===== config.mk =====
export PLATFORM = sky130hd
export DESIGN_NAME = sfr_bank
export DESIGN_NICKNAME = d
export VERILOG_FILES = /design/src/include/sfr_pkg.sv /design/src/include/timer2_if.sv /design/src/design/timer2_unit.sv /design/src/design/port_pins.sv /design/src/design/sfr_bank.sv
export SDC_FILE = /design/constraint.sdc
export NUM_CORES = 1
export LEC_CHECK = 0
export BUFFER_PORTS_ARGS = -buffer_cell sky130_fd_sc_hd__buf_2
export CAP_MARGIN = 20
export CORE_MARGIN = 3
export CORE_UTILIZATION = 38
export DETAILED_ROUTE_END_ITERATION = 8
export SYNTH_ARGS = -nofsm -noshare
export SYNTH_HDL_FRONTEND = slang
export SYNTH_HIERARCHICAL = 1
export SYNTH_SLANG_ARGS = --single-unit

===== constraint.sdc =====
create_clock -name CORE_CLK -period 7.9 [get_ports CORE_CLK]
set_input_delay 1.185 -clock CORE_CLK [delete_from_list [all_inputs] [get_ports CORE_CLK]]
set_output_delay 1.185 -clock CORE_CLK [all_outputs]
set_load 0.02 [all_outputs]

===== src/include/sfr_pkg.sv =====
// Register map, reset values and alternate-function bit positions
package sfr_pkg;
  localparam logic [7:0] ADDR_PORT0    = 8'h80;
  localparam logic [7:0] ADDR_STACK    = 8'h81;
  localparam logic [7:0] ADDR_DATA_POINTER_LO  = 8'h82;
  localparam logic [7:0] ADDR_DATA_POINTER_HI  = 8'h83;
  localparam logic [7:0] ADDR_PWR      = 8'h87;
  localparam logic [7:0] ADDR_TCTL     = 8'h88;
  localparam logic [7:0] ADDR_TMODE    = 8'h89;
  localparam logic [7:0] ADDR_T0_LO    = 8'h8A;
  localparam logic [7:0] ADDR_T1_LO    = 8'h8B;
  localparam logic [7:0] ADDR_T0_HI    = 8'h8C;
  localparam logic [7:0] ADDR_T1_HI    = 8'h8D;
  localparam logic [7:0] ADDR_PORT1    = 8'h90;
  localparam logic [7:0] ADDR_SCTL     = 8'h98;
  localparam logic [7:0] ADDR_SERIAL_BUFFER     = 8'h99;
  localparam logic [7:0] ADDR_PORT2    = 8'hA0;
  localparam logic [7:0] ADDR_IEN      = 8'hA8;
  localparam logic [7:0] ADDR_PORT3    = 8'hB0;
  localparam logic [7:0] ADDR_IPRI     = 8'hB8;
  localparam logic [7:0] ADDR_T2CTL    = 8'hC8;
  localparam logic [7:0] ADDR_RLD_LO   = 8'hCA;
  localparam logic [7:0] ADDR_RLD_HI   = 8'hCB;
  localparam logic [7:0] ADDR_T2_LO    = 8'hCC;
  localparam logic [7:0] ADDR_T2_HI    = 8'hCD;
  localparam logic [7:0] ADDR_PSW      = 8'hD0;
  localparam logic [7:0] ADDR_MAIN     = 8'hE0;
  localparam logic [7:0] ADDR_SCRATCH  = 8'hF0;
  localparam logic [7:0] STACK_RESET   = 8'h07;
  localparam logic [7:0] PORT_RESET    = 8'hFF;
  localparam logic [7:0] REG_RESET     = 8'h00;
  localparam logic [7:0] UNMAPPED_DATA = 8'h00;
  // Timer 2 control bit positions
  localparam int T2_RUN_BIT = 2;
  localparam int T2_CAP_BIT = 0;
  localparam int T2_TRIG_EN_BIT = 3;
  // Port alternate-function bit positions
  localparam int P3_RXD = 0;
  localparam int P3_TXD = 1;
  localparam int P3_IRQ0 = 2;
  localparam int P3_IRQ1 = 3;
  localparam int P3_T0 = 4;
  localparam int P3_T1 = 5;
  localparam int P3_WR = 6;
  localparam int P3_RD = 7;
  localparam int P1_T2 = 0;
  localparam int P1_T2TRIG = 1;
endpackage : sfr_pkg


===== src/include/timer2_if.sv =====
// Signals between the register bank and the timer 2 block
`timescale 1ns/1ps
interface timer2_if;
  logic       wr_lo;
  logic       wr_hi;
  logic       wr_rld_lo;
  logic       wr_rld_hi;
  logic [7:0] wdata;
  logic       run;
  logic       capture_mode;
  logic       trig_en;
  logic       trig_pin;
  logic [7:0] count_lo;
  logic [7:0] count_hi;
  logic [7:0] rld_lo;
  logic [7:0] rld_hi;
  logic       overflow;
  modport bank  (output wr_lo, wr_hi, wr_rld_lo, wr_rld_hi, wdata, run,
                 capture_mode, trig_en, trig_pin,
                 input count_lo, count_hi, rld_lo, rld_hi, overflow);
  modport timer (input wr_lo, wr_hi, wr_rld_lo, wr_rld_hi, wdata, run,
                 capture_mode, trig_en, trig_pin,
                 output count_lo, count_hi, rld_lo, rld_hi, overflow);
endinterface : timer2_if


===== src/design/timer2_unit.sv =====
// Timer 2 count, capture and auto-reload pairs
`timescale 1ns/1ps
module timer2_unit (
  input wire logic clk,
  input wire logic rst_b,
  timer2_if.timer  t2
);
  import sfr_pkg::*;
  logic [15:0] count_q;
  logic [15:0] rld_q;
  logic        trig_q;
  logic        trig_fall;
  assign trig_fall = trig_q & ~t2.trig_pin;
  always_ff @(posedge clk) begin
    if (!rst_b) begin
      trig_q <= 1'b1;
    end else begin
      trig_q <= t2.trig_pin;
    end
  end
  // Count pair software writes win over counting
  always_ff @(posedge clk) begin
    if (!rst_b) begin
      count_q <= 16'h0000;
    end else if (t2.wr_lo) begin
      count_q[7:0] <= t2.wdata;
    end else if (t2.wr_hi) begin
      count_q[15:8] <= t2.wdata;
    end else if (t2.run) begin
      if (!t2.capture_mode && (count_q == 16'hFFFF ||
          (t2.trig_en && trig_fall))) begin
        count_q <= rld_q;
      end else begin
        count_q <= count_q + 16'h0001;
      end
    end
  end
  // Capture pair doubles as reload value
  always_ff @(posedge clk) begin
    if (!rst_b) begin
      rld_q <= 16'h0000;
    end else if (t2.wr_rld_lo) begin
      rld_q[7:0] <= t2.wdata;
    end else if (t2.wr_rld_hi) begin
      rld_q[15:8] <= t2.wdata;
    end else if (t2.capture_mode && t2.trig_en && trig_fall) begin
      rld_q <= count_q;
    end
  end
  assign t2.count_lo = count_q[7:0];
  assign t2.count_hi = count_q[15:8];
  assign t2.rld_lo   = rld_q[7:0];
  assign t2.rld_hi   = rld_q[15:8];
  assign t2.overflow = t2.run && count_q == 16'hFFFF;
endmodule : timer2_unit


===== src/design/port_pins.sv =====
// One port's pin drive: latch, bus override and alternate function
`timescale 1ns/1ps
module port_pins #(
  parameter bit OPEN_DRAIN = 1'b0
) (
  input  wire logic [7:0] latch,
  input  wire logic [7:0] alt_out,
  input  wire logic       bus_sel,
  input  wire logic [7:0] bus_data,
  input  wire logic       bus_drive,
  output logic      [7:0] pin_o,
  output logic      [7:0] pin_oe
);
  always_comb begin
    if (bus_sel) begin
      pin_o  = bus_data;
      pin_oe = bus_drive ? 8'hFF : 8'h00;
    end else begin
      // Alternate output gated by the latch bit
      pin_o  = latch & alt_out;
      // Open-drain port releases a high bit; others pull up weakly
      pin_oe = OPEN_DRAIN ? ~pin_o : 8'hFF;
    end
  end
endmodule : port_pins


===== src/design/sfr_bank.sv =====
// Special register space with port latches and pin sharing
`timescale 1ns/1ps
module sfr_bank
  import sfr_pkg::*;
#(
  parameter bit HAS_TIMER2 = 1'b1
) (
  input  wire logic       CORE_CLK,
  input  wire logic       RST_B,
  input  wire logic [7:0] ADDR,
  input  wire logic [7:0] WDATA,
  input  wire logic       WR,
  input  wire logic       RD,
  input  wire logic       RMW,
  output logic      [7:0] RDATA,
  input  wire logic       PUSH,
  input  wire logic       POP,
  output logic      [7:0] STACK_PTR,
  input  wire logic       DATA_POINTER_WR,
  input  wire logic [15:0] DATA_POINTER_WDATA,
  input  wire logic       DATA_POINTER_INC,
  output logic     [15:0] DATA_POINTER,
  input  wire logic       MULDIV_WR,
  input  wire logic [7:0] MULDIV_DATA,
  output logic      [7:0] SCRATCH,
  output logic      [7:0] MAIN_OPERAND,
  output logic            TX_START,
  output logic      [7:0] TX_DATA,
  input  wire logic       RX_LOAD,
  input  wire logic [7:0] RX_DATA,
  input  wire logic       SERIAL_TX,
  input  wire logic       TIMER0_TICK,
  input  wire logic       TIMER1_TICK,
  output logic            SERIAL_RX,
  output logic            EXT_IRQ0,
  output logic            EXT_IRQ1,
  output logic            TIMER0_EXT,
  output logic            TIMER1_EXT,
  output logic            TIMER2_EXT,
  output logic            TIMER2_OVF,
  input  wire logic       XBUS_ACTIVE,
  input  wire logic       XBUS_WIDE,
  input  wire logic       XBUS_ADDR_PHASE,
  input  wire logic       XBUS_DATA_OUT,
  input  wire logic [15:0] XBUS_ADDR,
  input  wire logic [7:0] XBUS_WDATA,
  input  wire logic       XBUS_WR_STB,
  input  wire logic       XBUS_RD_STB,
  output logic      [7:0] XBUS_RDATA,
  input  wire logic [7:0] P0_I,
  output logic      [7:0] P0_O,
  output logic      [7:0] P0_OE,
  input  wire logic [7:0] P1_I,
  output logic      [7:0] P1_O,
  output logic      [7:0] P1_OE,
  input  wire logic [7:0] P2_I,
  output logic      [7:0] P2_O,
  output logic      [7:0] P2_OE,
  input  wire logic [7:0] P3_I,
  output logic      [7:0] P3_O,
  output logic      [7:0] P3_OE
);
  import sfr_pkg::*;

  timer2_if t2 ();

  logic [7:0]  port0_latch_q, port1_latch_q, port2_latch_q, port3_latch_q;
  logic [7:0]  stack_pointer_q;
  logic [15:0] data_pointer_q;
  logic [7:0]  power_control_q, timer_control_q, timer_mode_q;
  logic [15:0] timer0_q, timer1_q;
  logic [7:0]  serial_control_q, tx_buf_q, rx_buf_q, tx_start_q;
  logic [7:0]  interrupt_enable_q, interrupt_priority_q;
  logic [7:0]  timer2_control_q, psw_q, main_operand_q, scratch_q;
  logic [7:0]  rdata_d, rdata_q;
  logic [7:0]  p1_alt, p3_alt;

  function automatic logic wr_at(input logic [7:0] a);
    return WR && ADDR == a;
  endfunction : wr_at

  function automatic logic [7:0] port_view(input logic [7:0] latch,
                                           input logic [7:0] pins);
    return RMW ? latch : pins;
  endfunction : port_view

  // Port latches
  always_ff @(posedge CORE_CLK) begin
    if (!RST_B) begin
      port0_latch_q <= PORT_RESET;
      port1_latch_q <= PORT_RESET;
      port2_latch_q <= PORT_RESET;
      port3_latch_q <= PORT_RESET;
    end else begin
      if (XBUS_ACTIVE) begin
        port0_latch_q <= PORT_RESET;
      end else if (wr_at(ADDR_PORT0)) begin
        port0_latch_q <= WDATA;
      end
      if (wr_at(ADDR_PORT1)) begin
        port1_latch_q <= WDATA;
      end
      // Port 2 latch keeps its value across bus use
      if (wr_at(ADDR_PORT2)) begin
        port2_latch_q <= WDATA;
      end
      if (wr_at(ADDR_PORT3)) begin
        port3_latch_q <= WDATA;
      end
    end
  end

  // Stack pointer; pre-increment on push
  always_ff @(posedge CORE_CLK) begin
    if (!RST_B) begin
      stack_pointer_q <= STACK_RESET;
    end else if (wr_at(ADDR_STACK)) begin
      stack_pointer_q <= WDATA;
    end else if (PUSH) begin
      stack_pointer_q <= stack_pointer_q + 8'h01;
    end else if (POP) begin
      stack_pointer_q <= stack_pointer_q - 8'h01;
    end
  end

  // Data pointer, word or byte access
  always_ff @(posedge CORE_CLK) begin
    if (!RST_B) begin
      data_pointer_q <= 16'h0000;
    end else if (DATA_POINTER_WR) begin
      data_pointer_q <= DATA_POINTER_WDATA;
    end else if (wr_at(ADDR_DATA_POINTER_LO)) begin
      data_pointer_q[7:0] <= WDATA;
    end else if (wr_at(ADDR_DATA_POINTER_HI)) begin
      data_pointer_q[15:8] <= WDATA;
    end else if (DATA_POINTER_INC) begin
      data_pointer_q <= data_pointer_q + 16'h0001;
    end
  end

  // Timers 0 and 1 count pairs; they count here on ticks that come from elsewhere
  always_ff @(posedge CORE_CLK) begin
    if (!RST_B) begin
      timer0_q <= 16'h0000;
      timer1_q <= 16'h0000;
    end else begin
      if (wr_at(ADDR_T0_LO)) begin
        timer0_q[7:0] <= WDATA;
      end else if (wr_at(ADDR_T0_HI)) begin
        timer0_q[15:8] <= WDATA;
      end else if (TIMER0_TICK) begin
        timer0_q <= timer0_q + 16'h0001;
      end
      if (wr_at(ADDR_T1_LO)) begin
        timer1_q[7:0] <= WDATA;
      end else if (wr_at(ADDR_T1_HI)) begin
        timer1_q[15:8] <= WDATA;
      end else if (TIMER1_TICK) begin
        timer1_q <= timer1_q + 16'h0001;
      end
    end
  end

  // Serial buffer: write side and read side are separate
  always_ff @(posedge CORE_CLK) begin
    if (!RST_B) begin
      tx_buf_q   <= REG_RESET;
      tx_start_q <= REG_RESET;
      rx_buf_q   <= REG_RESET;
    end else begin
      tx_start_q <= {7'h00, wr_at(ADDR_SERIAL_BUFFER)};
      if (wr_at(ADDR_SERIAL_BUFFER)) begin
        tx_buf_q <= WDATA;
      end
      if (RX_LOAD) begin
        rx_buf_q <= RX_DATA;
      end
    end
  end

  // Control and operand registers
  always_ff @(posedge CORE_CLK) begin
    if (!RST_B) begin
      power_control_q      <= REG_RESET;
      timer_control_q      <= REG_RESET;
      timer_mode_q         <= REG_RESET;
      serial_control_q     <= REG_RESET;
      interrupt_enable_q   <= REG_RESET;
      interrupt_priority_q <= REG_RESET;
      timer2_control_q     <= REG_RESET;
      psw_q                <= REG_RESET;
      main_operand_q       <= REG_RESET;
      scratch_q            <= REG_RESET;
    end else begin
      if (wr_at(ADDR_PWR))   power_control_q      <= WDATA;
      if (wr_at(ADDR_TCTL))  timer_control_q      <= WDATA;
      if (wr_at(ADDR_TMODE)) timer_mode_q         <= WDATA;
      if (wr_at(ADDR_SCTL))  serial_control_q     <= WDATA;
      if (wr_at(ADDR_IEN))   interrupt_enable_q   <= WDATA;
      if (wr_at(ADDR_IPRI))  interrupt_priority_q <= WDATA;
      if (wr_at(ADDR_PSW))   psw_q                <= WDATA;
      if (wr_at(ADDR_MAIN))  main_operand_q       <= WDATA;
      if (HAS_TIMER2 && wr_at(ADDR_T2CTL)) begin
        timer2_control_q <= WDATA;
      end
      if (MULDIV_WR) begin
        scratch_q <= MULDIV_DATA;
      end else if (wr_at(ADDR_SCRATCH)) begin
        scratch_q <= WDATA;
      end
    end
  end

  // Timer 2, present only on the larger variant
  assign t2.wdata        = WDATA;
  assign t2.wr_lo        = HAS_TIMER2 && wr_at(ADDR_T2_LO);
  assign t2.wr_hi        = HAS_TIMER2 && wr_at(ADDR_T2_HI);
  assign t2.wr_rld_lo    = HAS_TIMER2 && wr_at(ADDR_RLD_LO);
  assign t2.wr_rld_hi    = HAS_TIMER2 && wr_at(ADDR_RLD_HI);
  assign t2.run          = timer2_control_q[T2_RUN_BIT];
  assign t2.capture_mode = timer2_control_q[T2_CAP_BIT];
  assign t2.trig_en      = timer2_control_q[T2_TRIG_EN_BIT];
  // Trigger seen at the pin, gated by latch via pin level
  assign t2.trig_pin     = HAS_TIMER2 ? P1_I[P1_T2TRIG] : 1'b1;

  timer2_unit u_timer2 (
    .clk   (CORE_CLK),
    .rst_b (RST_B),
    .t2    (t2.timer)
  );

  // Read mux; unmapped addresses return a fixed value
  always_comb begin
    case (ADDR)
      ADDR_PORT0:   rdata_d = port_view(port0_latch_q, P0_I);
      ADDR_PORT1:   rdata_d = port_view(port1_latch_q, P1_I);
      ADDR_PORT2:   rdata_d = port_view(port2_latch_q, P2_I);
      ADDR_PORT3:   rdata_d = port_view(port3_latch_q, P3_I);
      ADDR_STACK:   rdata_d = stack_pointer_q;
      ADDR_DATA_POINTER_LO: rdata_d = data_pointer_q[7:0];
      ADDR_DATA_POINTER_HI: rdata_d = data_pointer_q[15:8];
      ADDR_PWR:     rdata_d = power_control_q;
      ADDR_TCTL:    rdata_d = timer_control_q;
      ADDR_TMODE:   rdata_d = timer_mode_q;
      ADDR_T0_LO:   rdata_d = timer0_q[7:0];
      ADDR_T1_LO:   rdata_d = timer1_q[7:0];
      ADDR_T0_HI:   rdata_d = timer0_q[15:8];
      ADDR_T1_HI:   rdata_d = timer1_q[15:8];
      ADDR_SCTL:    rdata_d = serial_control_q;
      ADDR_SERIAL_BUFFER:    rdata_d = rx_buf_q;
      ADDR_IEN:     rdata_d = interrupt_enable_q;
      ADDR_IPRI:    rdata_d = interrupt_priority_q;
      ADDR_PSW:     rdata_d = psw_q;
      ADDR_MAIN:    rdata_d = main_operand_q;
      ADDR_SCRATCH: rdata_d = scratch_q;
      ADDR_T2CTL:   rdata_d = HAS_TIMER2 ? timer2_control_q : UNMAPPED_DATA;
      ADDR_RLD_LO:  rdata_d = HAS_TIMER2 ? t2.rld_lo : UNMAPPED_DATA;
      ADDR_RLD_HI:  rdata_d = HAS_TIMER2 ? t2.rld_hi : UNMAPPED_DATA;
      ADDR_T2_LO:   rdata_d = HAS_TIMER2 ? t2.count_lo : UNMAPPED_DATA;
      ADDR_T2_HI:   rdata_d = HAS_TIMER2 ? t2.count_hi : UNMAPPED_DATA;
      // Zero keeps any later bit here inactive
      default:      rdata_d = UNMAPPED_DATA;
    endcase
  end

  always_ff @(posedge CORE_CLK) begin
    if (!RST_B) begin
      rdata_q <= REG_RESET;
    end else if (RD) begin
      rdata_q <= rdata_d;
    end
  end

  // Alternate outputs; inputs-only functions leave the latch in charge
  always_comb begin
    p3_alt         = 8'hFF;
    p3_alt[P3_TXD] = SERIAL_TX;
    p3_alt[P3_WR]  = ~XBUS_WR_STB;
    p3_alt[P3_RD]  = ~XBUS_RD_STB;
    p1_alt         = 8'hFF;
  end

  // Port 0: address then data; port 2 high address only when wide
  port_pins #(.OPEN_DRAIN(1'b1)) u_port0 (
    .latch     (port0_latch_q),
    .alt_out   (8'hFF),
    .bus_sel   (XBUS_ACTIVE),
    .bus_data  (XBUS_ADDR_PHASE ? XBUS_ADDR[7:0] : XBUS_WDATA),
    .bus_drive (XBUS_ADDR_PHASE || XBUS_DATA_OUT),
    .pin_o     (P0_O),
    .pin_oe    (P0_OE)
  );
  port_pins #(.OPEN_DRAIN(1'b0)) u_port1 (
    .latch     (port1_latch_q),
    .alt_out   (p1_alt),
    .bus_sel   (1'b0),
    .bus_data  (8'h00),
    .bus_drive (1'b0),
    .pin_o     (P1_O),
    .pin_oe    (P1_OE)
  );
  port_pins #(.OPEN_DRAIN(1'b0)) u_port2 (
    .latch     (port2_latch_q),
    .alt_out   (8'hFF),
    .bus_sel   (XBUS_ACTIVE && XBUS_WIDE),
    .bus_data  (XBUS_ADDR[15:8]),
    .bus_drive (1'b1),
    .pin_o     (P2_O),
    .pin_oe    (P2_OE)
  );
  port_pins #(.OPEN_DRAIN(1'b0)) u_port3 (
    .latch     (port3_latch_q),
    .alt_out   (p3_alt),
    .bus_sel   (1'b0),
    .bus_data  (8'h00),
    .bus_drive (1'b0),
    .pin_o     (P3_O),
    .pin_oe    (P3_OE)
  );

  // Alternate inputs see the true pin level, except TIMER2_EXT, which is tied low without timer 2
  assign SERIAL_RX   = P3_I[P3_RXD];
  assign EXT_IRQ0    = P3_I[P3_IRQ0];
  assign EXT_IRQ1    = P3_I[P3_IRQ1];
  assign TIMER0_EXT  = P3_I[P3_T0];
  assign TIMER1_EXT  = P3_I[P3_T1];
  assign TIMER2_EXT  = HAS_TIMER2 ? P1_I[P1_T2] : 1'b0;
  assign TIMER2_OVF  = HAS_TIMER2 && t2.overflow;
  assign XBUS_RDATA  = P0_I;
  assign RDATA       = rdata_q;
  assign STACK_PTR   = stack_pointer_q;
  assign DATA_POINTER        = data_pointer_q;
  assign SCRATCH     = scratch_q;
  assign MAIN_OPERAND = main_operand_q;
  assign TX_START    = tx_start_q[0];
  assign TX_DATA     = tx_buf_q;
endmodule : sfr_bank


# Yosys cells after proc, flatten, opt, wreduce, memory -nomap -nowiden
# Index checks and enable logic that the tools add are counted.
# op_classes
mux,38
addsub,6
bitwise,11
n_eq_ne,33
reduce_logical,58
# op_table
operator,count
8-bit 2-to-1 mux,30
8-bit == test (second input constant),26
8-bit one-hot mux with 26 select lines,1
16-bit 2-to-1 mux,7
16-bit by 1-bit adder with 16-bit output (second input constant),4
1-bit logical AND,32
2-bit AND reduction,10
2-bit nonzero test,9
16-bit == test (second input constant),1
2-bit != test (second input constant),5
3-bit nonzero test,3
8-bit by 1-bit adder with 8-bit output (second input constant),1
8-bit bitwise AND,1
1-bit inverter,8
8-bit inverter,1
8-bit by 1-bit subtractor with 8-bit output (second input constant),1
3-bit != test (second input constant),1
1-bit logical OR,2
2-bit OR reduction,1
1-bit bitwise AND,1
1-bit logical NOT,1
# totals
word_cells,176
inputBits,124
output_inout_bits,136
ff_bits,226

# Logic depth before layout (Yosys ltp)
# Gate-level depths: netlist of run 1.
# depth
depth_word,9
mapped_depth,12
depth_no_buf,7

# By module
# The synthesis of run 1 kept the hierarchy.
# modules_own_cells
module,seq_area_each_um2,cells_each,instances,area_each_um2
sfr_bank,3863.7,1396,1,11703.7
timer2_unit,660.6,253,1,2098.3
port_pins (u_port1 ...),0.0,33,3,170.2
port_pins (u_port0),0.0,37,1,195.2

# Worst setup path before layout of run 1
# No wires, ideal clock.
# synth_path
path_type,input -> register
start,input port ADDR[6]
end,register u_timer2.rld_q[14]
cell_stages,12
required_time_ns,7.814
setup_time_ns,0.086
setup_slack_ns,4.370
t_arrival_ns,3.444
path_buffers,5
path_cell_list,buf_2 -> buf_2 -> and4bb_2 -> buf_2 -> nand2_1 -> nor3_1 -> buf_2 -> inv_1 -> a21oi_1 -> clkbuf_1 -> nor2_1 -> a211oi_1
# synth_via
elab_chain_len,4
elab_cells_between_ends,8
cone_classes,eq/ne (2); mux (1); bitwise (1); reduce/logical (4)
# synth_lines
element,line,source
"start, declared",sfr_bank.sv:10,"input wire logic [7:0] ADDR,"
8-bit == test (*),sfr_bank.sv:79,return WR && ADDR == a;
1-bit logical AND (*),sfr_bank.sv:79,
via t2.wr_rld_hi,timer2_if.sv:7,logic wr_rld_hi;
2-bit nonzero test (no line),-,
2-bit AND reduction (no line),-,
"end signal, assigned",timer2_unit.sv:45,rld_q[15:8] <= t2.wdata;
"end signal, assigned",timer2_unit.sv:47,rld_q <= count_q;
"end, declared",timer2_unit.sv:10,logic [15:0] rld_q;
# Mark *: on every way through the listed nets, which the timed path passes. The rest lies on a longest branch.
# A chain may end at the register's enable or synchronous reset.

# Final worst setup path of run 1
# layout_path
start,input port ADDR[0]
end,register u_timer2.count_q[11]
# layout_via
elab_chain_len,4
elab_cells_between_ends,8
cone_classes,eq/ne (2); mux (1); bitwise (1); reduce/logical (4)
# layout_lines
element,line,source
8-bit == test (*),sfr_bank.sv:79,
1-bit logical AND (*),sfr_bank.sv:79,
via t2.wr_hi,timer2_if.sv:5,logic wr_hi;
2-bit nonzero test (no line),-,
2-bit AND reduction (no line),-,
"end signal, assigned",timer2_unit.sv:28,count_q[15:8] <= t2.wdata;
"end signal, assigned",timer2_unit.sv:32,count_q <= rld_q;
"end signal, assigned",timer2_unit.sv:34,count_q <= count_q + 16'h0001;
"end, declared",timer2_unit.sv:9,logic [15:0] count_q;
# Marks and branches as above.

==> metrics.md, run 1 <==
| Metric | Value |
|---|---|
| Status | `finished, violations left` |
| Failing checks | `slew limit` |
| Pwr/cell area | `around 180 nW/um2` |
| Htree depth | `1` |
| Min Tclk post-route | `4660 ps` |
| Worst rel slew slack | `-0.0232` |
| Die area | `40600 um2` |
| Seq/Total Area, Yosys | `0.312` |
| Gate Count Post-Synth | `~1800` |
| Total Nets Final | `2086` |
| Crit share post-route | `0.590` |
| CTS tree | `built` |
| Achievable Freq | `215 MHz` |
| Hold_buf cts | `0` |
| Number of synthesized flops with an enable pin | `0` |
| Worst-margin pin slew | `1540 ps` |
| Non-Filler Instances | `around 2500` |
| Layout cells sized above 1 | `0.198` |
| Hold Crit Class | `flop to flop` |
| CTS resizes | `0` |
| Synthesized area per cell | `slightly above 8 um2` |
| RSZ-0062 raised after global routing | `no` |
| Port Buffers | `between 200 and 250` |
| Synth Cell Area | `14500 um2` |
| Top cells by count, synth | `226 x dfxtp_1, 213 x nand2_1, 157 x nor2_1` |
| Max Slew Vio Count | `1` |
| Total Power | `3.01 mW` |
| Core Util, Final | `0.449` |
| Post-route cell area | `16700 um2` |
| Hold slack | `477 ps` |
| Die height | `about 200 um` |
| Routed vias/inst | `5.99` |
| Largest net degree at the start of global routing | `61` |
| Pre-antenna DRT Iters | `6` |
| Cell Rows | `70` |
| Worst skew pair latency | `560 ps` |
| Final WS setup | `3240 ps` |
| Comb power frac | `0.154` |
| Synth area leaders | `dfxtp_1 31%, mux2i_1 10%, nand2_1 5.5%, nor2_1 4.1%, o21ai_0 3.2%` |
| Distinct cells, synth | `110` |
| Clock tree sinks | `226` |
| Number of failing hold endpoints at the final stage | `0` |
| Skew final | `14.7 ps` |
| DRT iter0 DRCs | `1720` |
| Worst vdd ir | `0.149 mV` |
| Max-cap violation count | `0` |
| Initial core utilization | `0.391` |
| Reg clk slew, reported paths | `70 ps` |
| P_leak | `6.68 nW` |
| Core Footprint | `37100 um2` |
| Yosys top cell by area | `dfxtp_1` |
| Ant diodes | `0` |
| Yosys warnings | `6` |
| Ys flop type | `dfxtp_1` |
| IO Count | `260` |
| Final setup viols | `0` |
| CTS buffer count | `27` |
| GRT Total Usage | `0.267` |
| Sw power | `0.877 mW` |
| Crit path required time | `around 8300 ps` |
| Clock group share of total power | `0.444` |
| ANT nets after route | `0` |
| Via count | `14823` |
| Net Sw Frac | `0.291` |
| Final wirelength | `57300 um` |
| Vias in the first global route | `~14000` |
| Critical Path AT | `5050 ps` |
| Placed insts | `2425` |
| Ys async rst share | `0` |
| Die width | `between 200 and 250 um` |
| Grt ovf | `0` |
| Internal power | `around 2.1 mW` |
| First-pass GRT wire length | `85800 um` |
| Clock Path Buffers | `3` |
| Crit Path Class | `primary input to flop` |
| Yosys reg bits | `226` |
| # Post-CTS Setup Buffers | `0` |
| Antenna violations before repair | `3` |
| Share of Yosys cell area claimed by the top area cell type | `0.312` |
| Placed wire-length estimate | `roughly 40000 um` |
| Sequential power share | `0.402` |
| Crit end category | `flop` |
| Most instantiated library cell after synthesis | `dfxtp_1` |
| Layout area overhead | `15.0%` |
| Root Driver | `clkbuf_16` |
| Placed cell area | `15700 um2` |
| CP max FO | `37` |
| Post-DR wirelength/cell | `between 20 and 25 um` |
| Startpoint Class | `primary input` |
| Final setup TNS | `0 ps` |
| Dpl ws | `2800 ps` |
| # DRC | `0` |
| Final Wtd Congestion | `0.952` |
cell usage in the layout (no fill, tap or decap), types with 41 or more instances in the layout:
| cell | count |
|---|---|
| conb_1 | 72 |
| o21ai_0 | 94 |
| mux2i_1 | 149 |
| nand2_1 | 213 |
| mux2_2 | 41 |
| a21oi_1 | 64 |
| buf_2 | 235 |
| nor2_1 | 157 |
| dfxtp_1 | 226 |
| nand3_1 | 82 |
| nand4_1 | 44 |
per-layer routing:
layer / share of wire / wire length [um] / track usage / vias up
met5: 0.00035 / 20 / 0 / -
li1: - / - / - / 6822
met1: 0.42 / 24000 / 0.362 / 7118
met2: 0.46 / 26300 / 0.438 / 787
met3: 0.096 / 5490 / 0.0529 / 92
met4: 0.025 / 1460 / 0.0690 / 4
flip-flops by register name, summed over array words and instances (netlist names), 16 cells and up:
name              cells
DATA_POINTER         16
timer0_q             16
timer1_q             16
u_timer2/count_q     16
u_timer2/rld_q       16
power by group through the flow:
stage          clock [mW]  sequential [mW]  combinational [mW]
6_report             1.34             1.21               0.464
5_1_grt              1.39             1.21               0.501
4_1_cts              1.35             1.21               0.460
3_5_place_dp            0             1.24               0.458
3_3_place_gp            0             1.24               0.454
2_1_floorplan           0             1.24               0.299
layout make-up:
cell class / instances / area, um2
Clock inverter: 12 / 181
Tap cell: 504 / 631
Timing Repair Buffer: 250 / 1290
Fill cell: 3722 / 20500
Multi-Input combinational cell: 1424 / 9210
Clock buffer: 38 / 767
Inverter: 22 / 83.8
Sequential cell: 226 / 4520
kinds of logic after synthesis:
group / Yosys count / synth area share
and+or+nand+nor: 692 / 0.243
AOI/OAI and AO/OA: 419 / 0.201
DFF: 226 / 0.312
buffers and inverters: 205 / 0.0728
muxes: 192 / 0.138
xor gates and xnor gates: 38 / 0.0229
adders and majority gates: 11 / 0.0100
other: 2 / 0.000518
critical path: stages:
cell      delay [ps]
buf_2            590
nor2b_1          860
and4_1           650
o21ba_2          440
nand2b_1         280
nor3_1           820
a221oi_1         220
path summary, 6_finish.rpt:
kind	from	endpoint	cells after the start	slack (ps)
setup / recovery	ADDR[0]	u_timer2/count_q[11]	7	3240
hold / removal	interrupt_enable_q[7]	interrupt_enable_q[7]	2	480
setup reg to reg	timer2_control_q[0]	u_timer2/count_q[11]	4	5310
hold reg to reg	interrupt_enable_q[7]	interrupt_enable_q[7]	2	480
Note: power is estimated with default switching activity, not from simulation.
==> run 2: changes to the inputs <==
==> constraint.sdc (replaced) <==
create_clock -name CORE_CLK -period 4 [get_ports CORE_CLK]
set_input_delay 0.6 -clock CORE_CLK [delete_from_list [all_inputs] [get_ports CORE_CLK]]
set_output_delay 0.6 -clock CORE_CLK [all_outputs]
set_load 0.02 [all_outputs]
==> metrics.md, run 2 (synthesized netlist as in run 1, its figures left out) <==
| Metric | Value |
|---|---|
| Final wirelength | `57700 um (was 57300 um)` |
| Antenna violations before repair | `5 (was 3)` |
| Sw power | `1.71 mW (was 0.877 mW)` |
| Pre-antenna DRT Iters | `5 (was 6)` |
| Max-cap violation count | `0 (unchanged)` |
| CTS resizes | `0 (unchanged)` |
| Skew final | `13.8 ps (was 14.7 ps)` |
| Final setup viols | `0 (unchanged)` |
| Failing checks | `slew limit (unchanged)` |
| Status | `finished, violations left (unchanged)` |
| # DRC | `0 (unchanged)` |
| Layout area overhead | `16.0% (was 15.0%)` |
| Grt ovf | `0 (unchanged)` |
| First-pass GRT wire length | `86300 um (was 85800 um)` |
| P_leak | `6.78 nW (was 6.68 nW)` |
| Initial core utilization | `0.391 (unchanged)` |
| Startpoint Class | `flop (was primary input)` |
| Via count | `14893 (was 14823)` |
| Reg clk slew, reported paths | `60 ps (was 70 ps)` |
| Crit Path Class | `flop to output port (was primary input to flop)` |
| Crit end category | `output port (was flop)` |
| # Post-CTS Setup Buffers | `0 (unchanged)` |
| Die height | `201 um (unchanged)` |
| Total Nets Final | `2103 (was 2086)` |
| Worst skew pair latency | `550 ps (was 560 ps)` |
| Total Power | `5.93 mW (was 3.01 mW)` |
| Final setup TNS | `0 ps (unchanged)` |
| Pwr/cell area | `352 nW/um2 (was 181 nW/um2)` |
| Htree depth | `1 (unchanged)` |
| Crit share post-route | `0.720` |
| Comb power frac | `0.156 (was 0.154)` |
| Largest net degree at the start of global routing | `76 (was 61)` |
| Buf+Inv Stages, Crit Path | `1 (unchanged)` |
| Post-route cell area | `16800 um2 (was 16700 um2)` |
| Port Buffers | `235 (unchanged)` |
| Clock Path Buffers | `3 (unchanged)` |
| Net Sw Frac | `0.289 (was 0.291)` |
| Routed vias/inst | `5.97 (was 5.99)` |
| Die width | `201 um (unchanged)` |
| CTS tree | `built (unchanged)` |
| CP max FO | `10 (was 37)` |
| GRT Total Usage | `0.269 (was 0.267)` |
| Number of failing hold endpoints at the final stage | `0 (unchanged)` |
| Layout cells sized above 1 | `0.206 (was 0.198)` |
| Placed cell area | `15900 um2 (was 15700 um2)` |
| Crit path required time | `3400 ps (was 8290 ps)` |
| Cell Rows | `70 (unchanged)` |
| Worst vdd ir | `0.250 mV (was 0.149 mV)` |
| Sequential power share | `0.402 (about the same)` |
| Die area | `40600 um2 (unchanged)` |
| Root Driver | `clkbuf_16 (unchanged)` |
| Number of fill cells | `3730 (was 3722)` |
| Hold slack | `293 ps (was 477 ps)` |
| Worst-margin pin slew | `1540 ps (about the same)` |
| IO Count | `260 (unchanged)` |
| Max Slew Vio Count | `1 (unchanged)` |
| Achievable Freq | `347 MHz` |
| Min Tclk post-route | `between 2000 and 3000 ps` |
| Clock group share of total power | `0.442 (was 0.444)` |
| Clock tree sinks | `226 (unchanged)` |
| RSZ-0062 raised after global routing | `no (unchanged)` |
| Placed wire-length estimate | `41200 um (was 40300 um)` |
| Worst path cell trace | `ha_1 -> nand4_4 -> nor4_1 -> and2_1 -> buf_2 (was buf_2 -> nor2b_1 -> and4_1 -> o21ba_2 -> nand2b_1 -> nor3_1 -> a221oi_1)` |
| CP max stage cell | `dfxtp_1 (was nor2b_1)` |
| Hold Crit Class | `primary input to flop (was flop to flop)` |
| Most common cell after layout, fill and taps aside | `buf_2 (unchanged)` |
| Critical Path AT | `2280 ps (was 5050 ps)` |
| ANT nets after route | `0 (unchanged)` |
| Worst rel slew slack | `-0.0237 (was -0.0232)` |
| Top delay family on crit path | `simple AND/OR/NAND/NOR gates (unchanged)` |
| Final Wtd Congestion | `0.993 (was 0.952)` |
| Commonest non-fill, non-tap cells in the layout | `235 x buf_2, 226 x dfxtp_1, 213 x nand2_1, 157 x nor2_1, 149 x mux2i_1 (unchanged)` |
| DRT iter0 DRCs | `1719 (was 1720)` |
| Internal power | `4.22 mW (was 2.14 mW)` |
| Core Footprint | `37100 um2 (unchanged)` |
| Post-DR wirelength/cell | `23.1 um (about the same)` |
| Hold_buf cts | `0 (unchanged)` |
| Delay of the slowest critical-path stage | `580 ps (was 860 ps)` |
| CTS buffer count | `26 (was 27)` |
| Vias in the first global route | `13924 (was 13757)` |
-- run 2: final cells by class --
| type | count | area (um2) | share of cell area |
|---|---|---|---|
| multi-input combinational | 1424 | 9210 | 0.547 |
| inverter | 22 | 83.8 | 0.00498 |
| timing repair buffer | 268 | 1440 | 0.0853 |
| clock buffer | 38 | 807 | 0.0479 |
| tap | 504 | 631 | 0.0375 |
| antenna | 2 | 5.00 | 0.000297 |
| sequential | 226 | 4520 | 0.269 |
| clock inverter | 10 | 136 | 0.00810 |
-- run 2: per-layer routing --
layer	share of wire	routed length, um	track usage
met5	0.00038	22	0
met4	0.027	1540	0.0755
met3	0.083	4770	0.0519
met2	0.46	26800	0.445
met1	0.43	24600	0.359
-- run 2: path summary, 6_finish.rpt --
check | cells past startpoint | slack [ps] | to | from
max reg2reg | 4 | 1490 | u_timer2/count_q[14] | timer2_control_q[0]
max | 5 | 1120 | TIMER2_OVF | u_timer2/count_q[0]
min | 3 | 290 | SCRATCH[4] | MULDIV_DATA[4]
min reg2reg | 2 | 480 | interrupt_enable_q[3] | interrupt_enable_q[3]
-- run 2: tightest hold or removal path, delay by kind of cell --
kind | cells | cell delay, ps
buf+inv | 1 | 80
simple gates | 1 | 70
mux | 1 | 60
-- run 2: power groups by stage --
| stage | sequential (mW) | clock, mW | combinational (mW) |
|---|---|---|---|
| floorplan | 2.44 | 0 | 0.591 |
| global placement | 2.43 | 0 | 0.906 |
| detailed placement | 2.43 | 0 | 0.915 |
| CTS | 2.38 | 2.64 | 0.919 |
| global route | 2.39 | 2.75 | 1.00 |
| finish | 2.38 | 2.62 | 0.926 |
-- run 2: stage by stage --
stage | std cells | worst slack [ps] | utilization
5_1_grt | 2493 | 1020 | 0.453
2_1_floorplan | 1855 | 1050 | -
3_5_place_dp | 2444 | 809 | 0.428
3_3_place_gp | 2444 | 855 | 0.428
4_1_cts | 2492 | 1130 | 0.453
6_report | 2494 | 1120 | 0.453
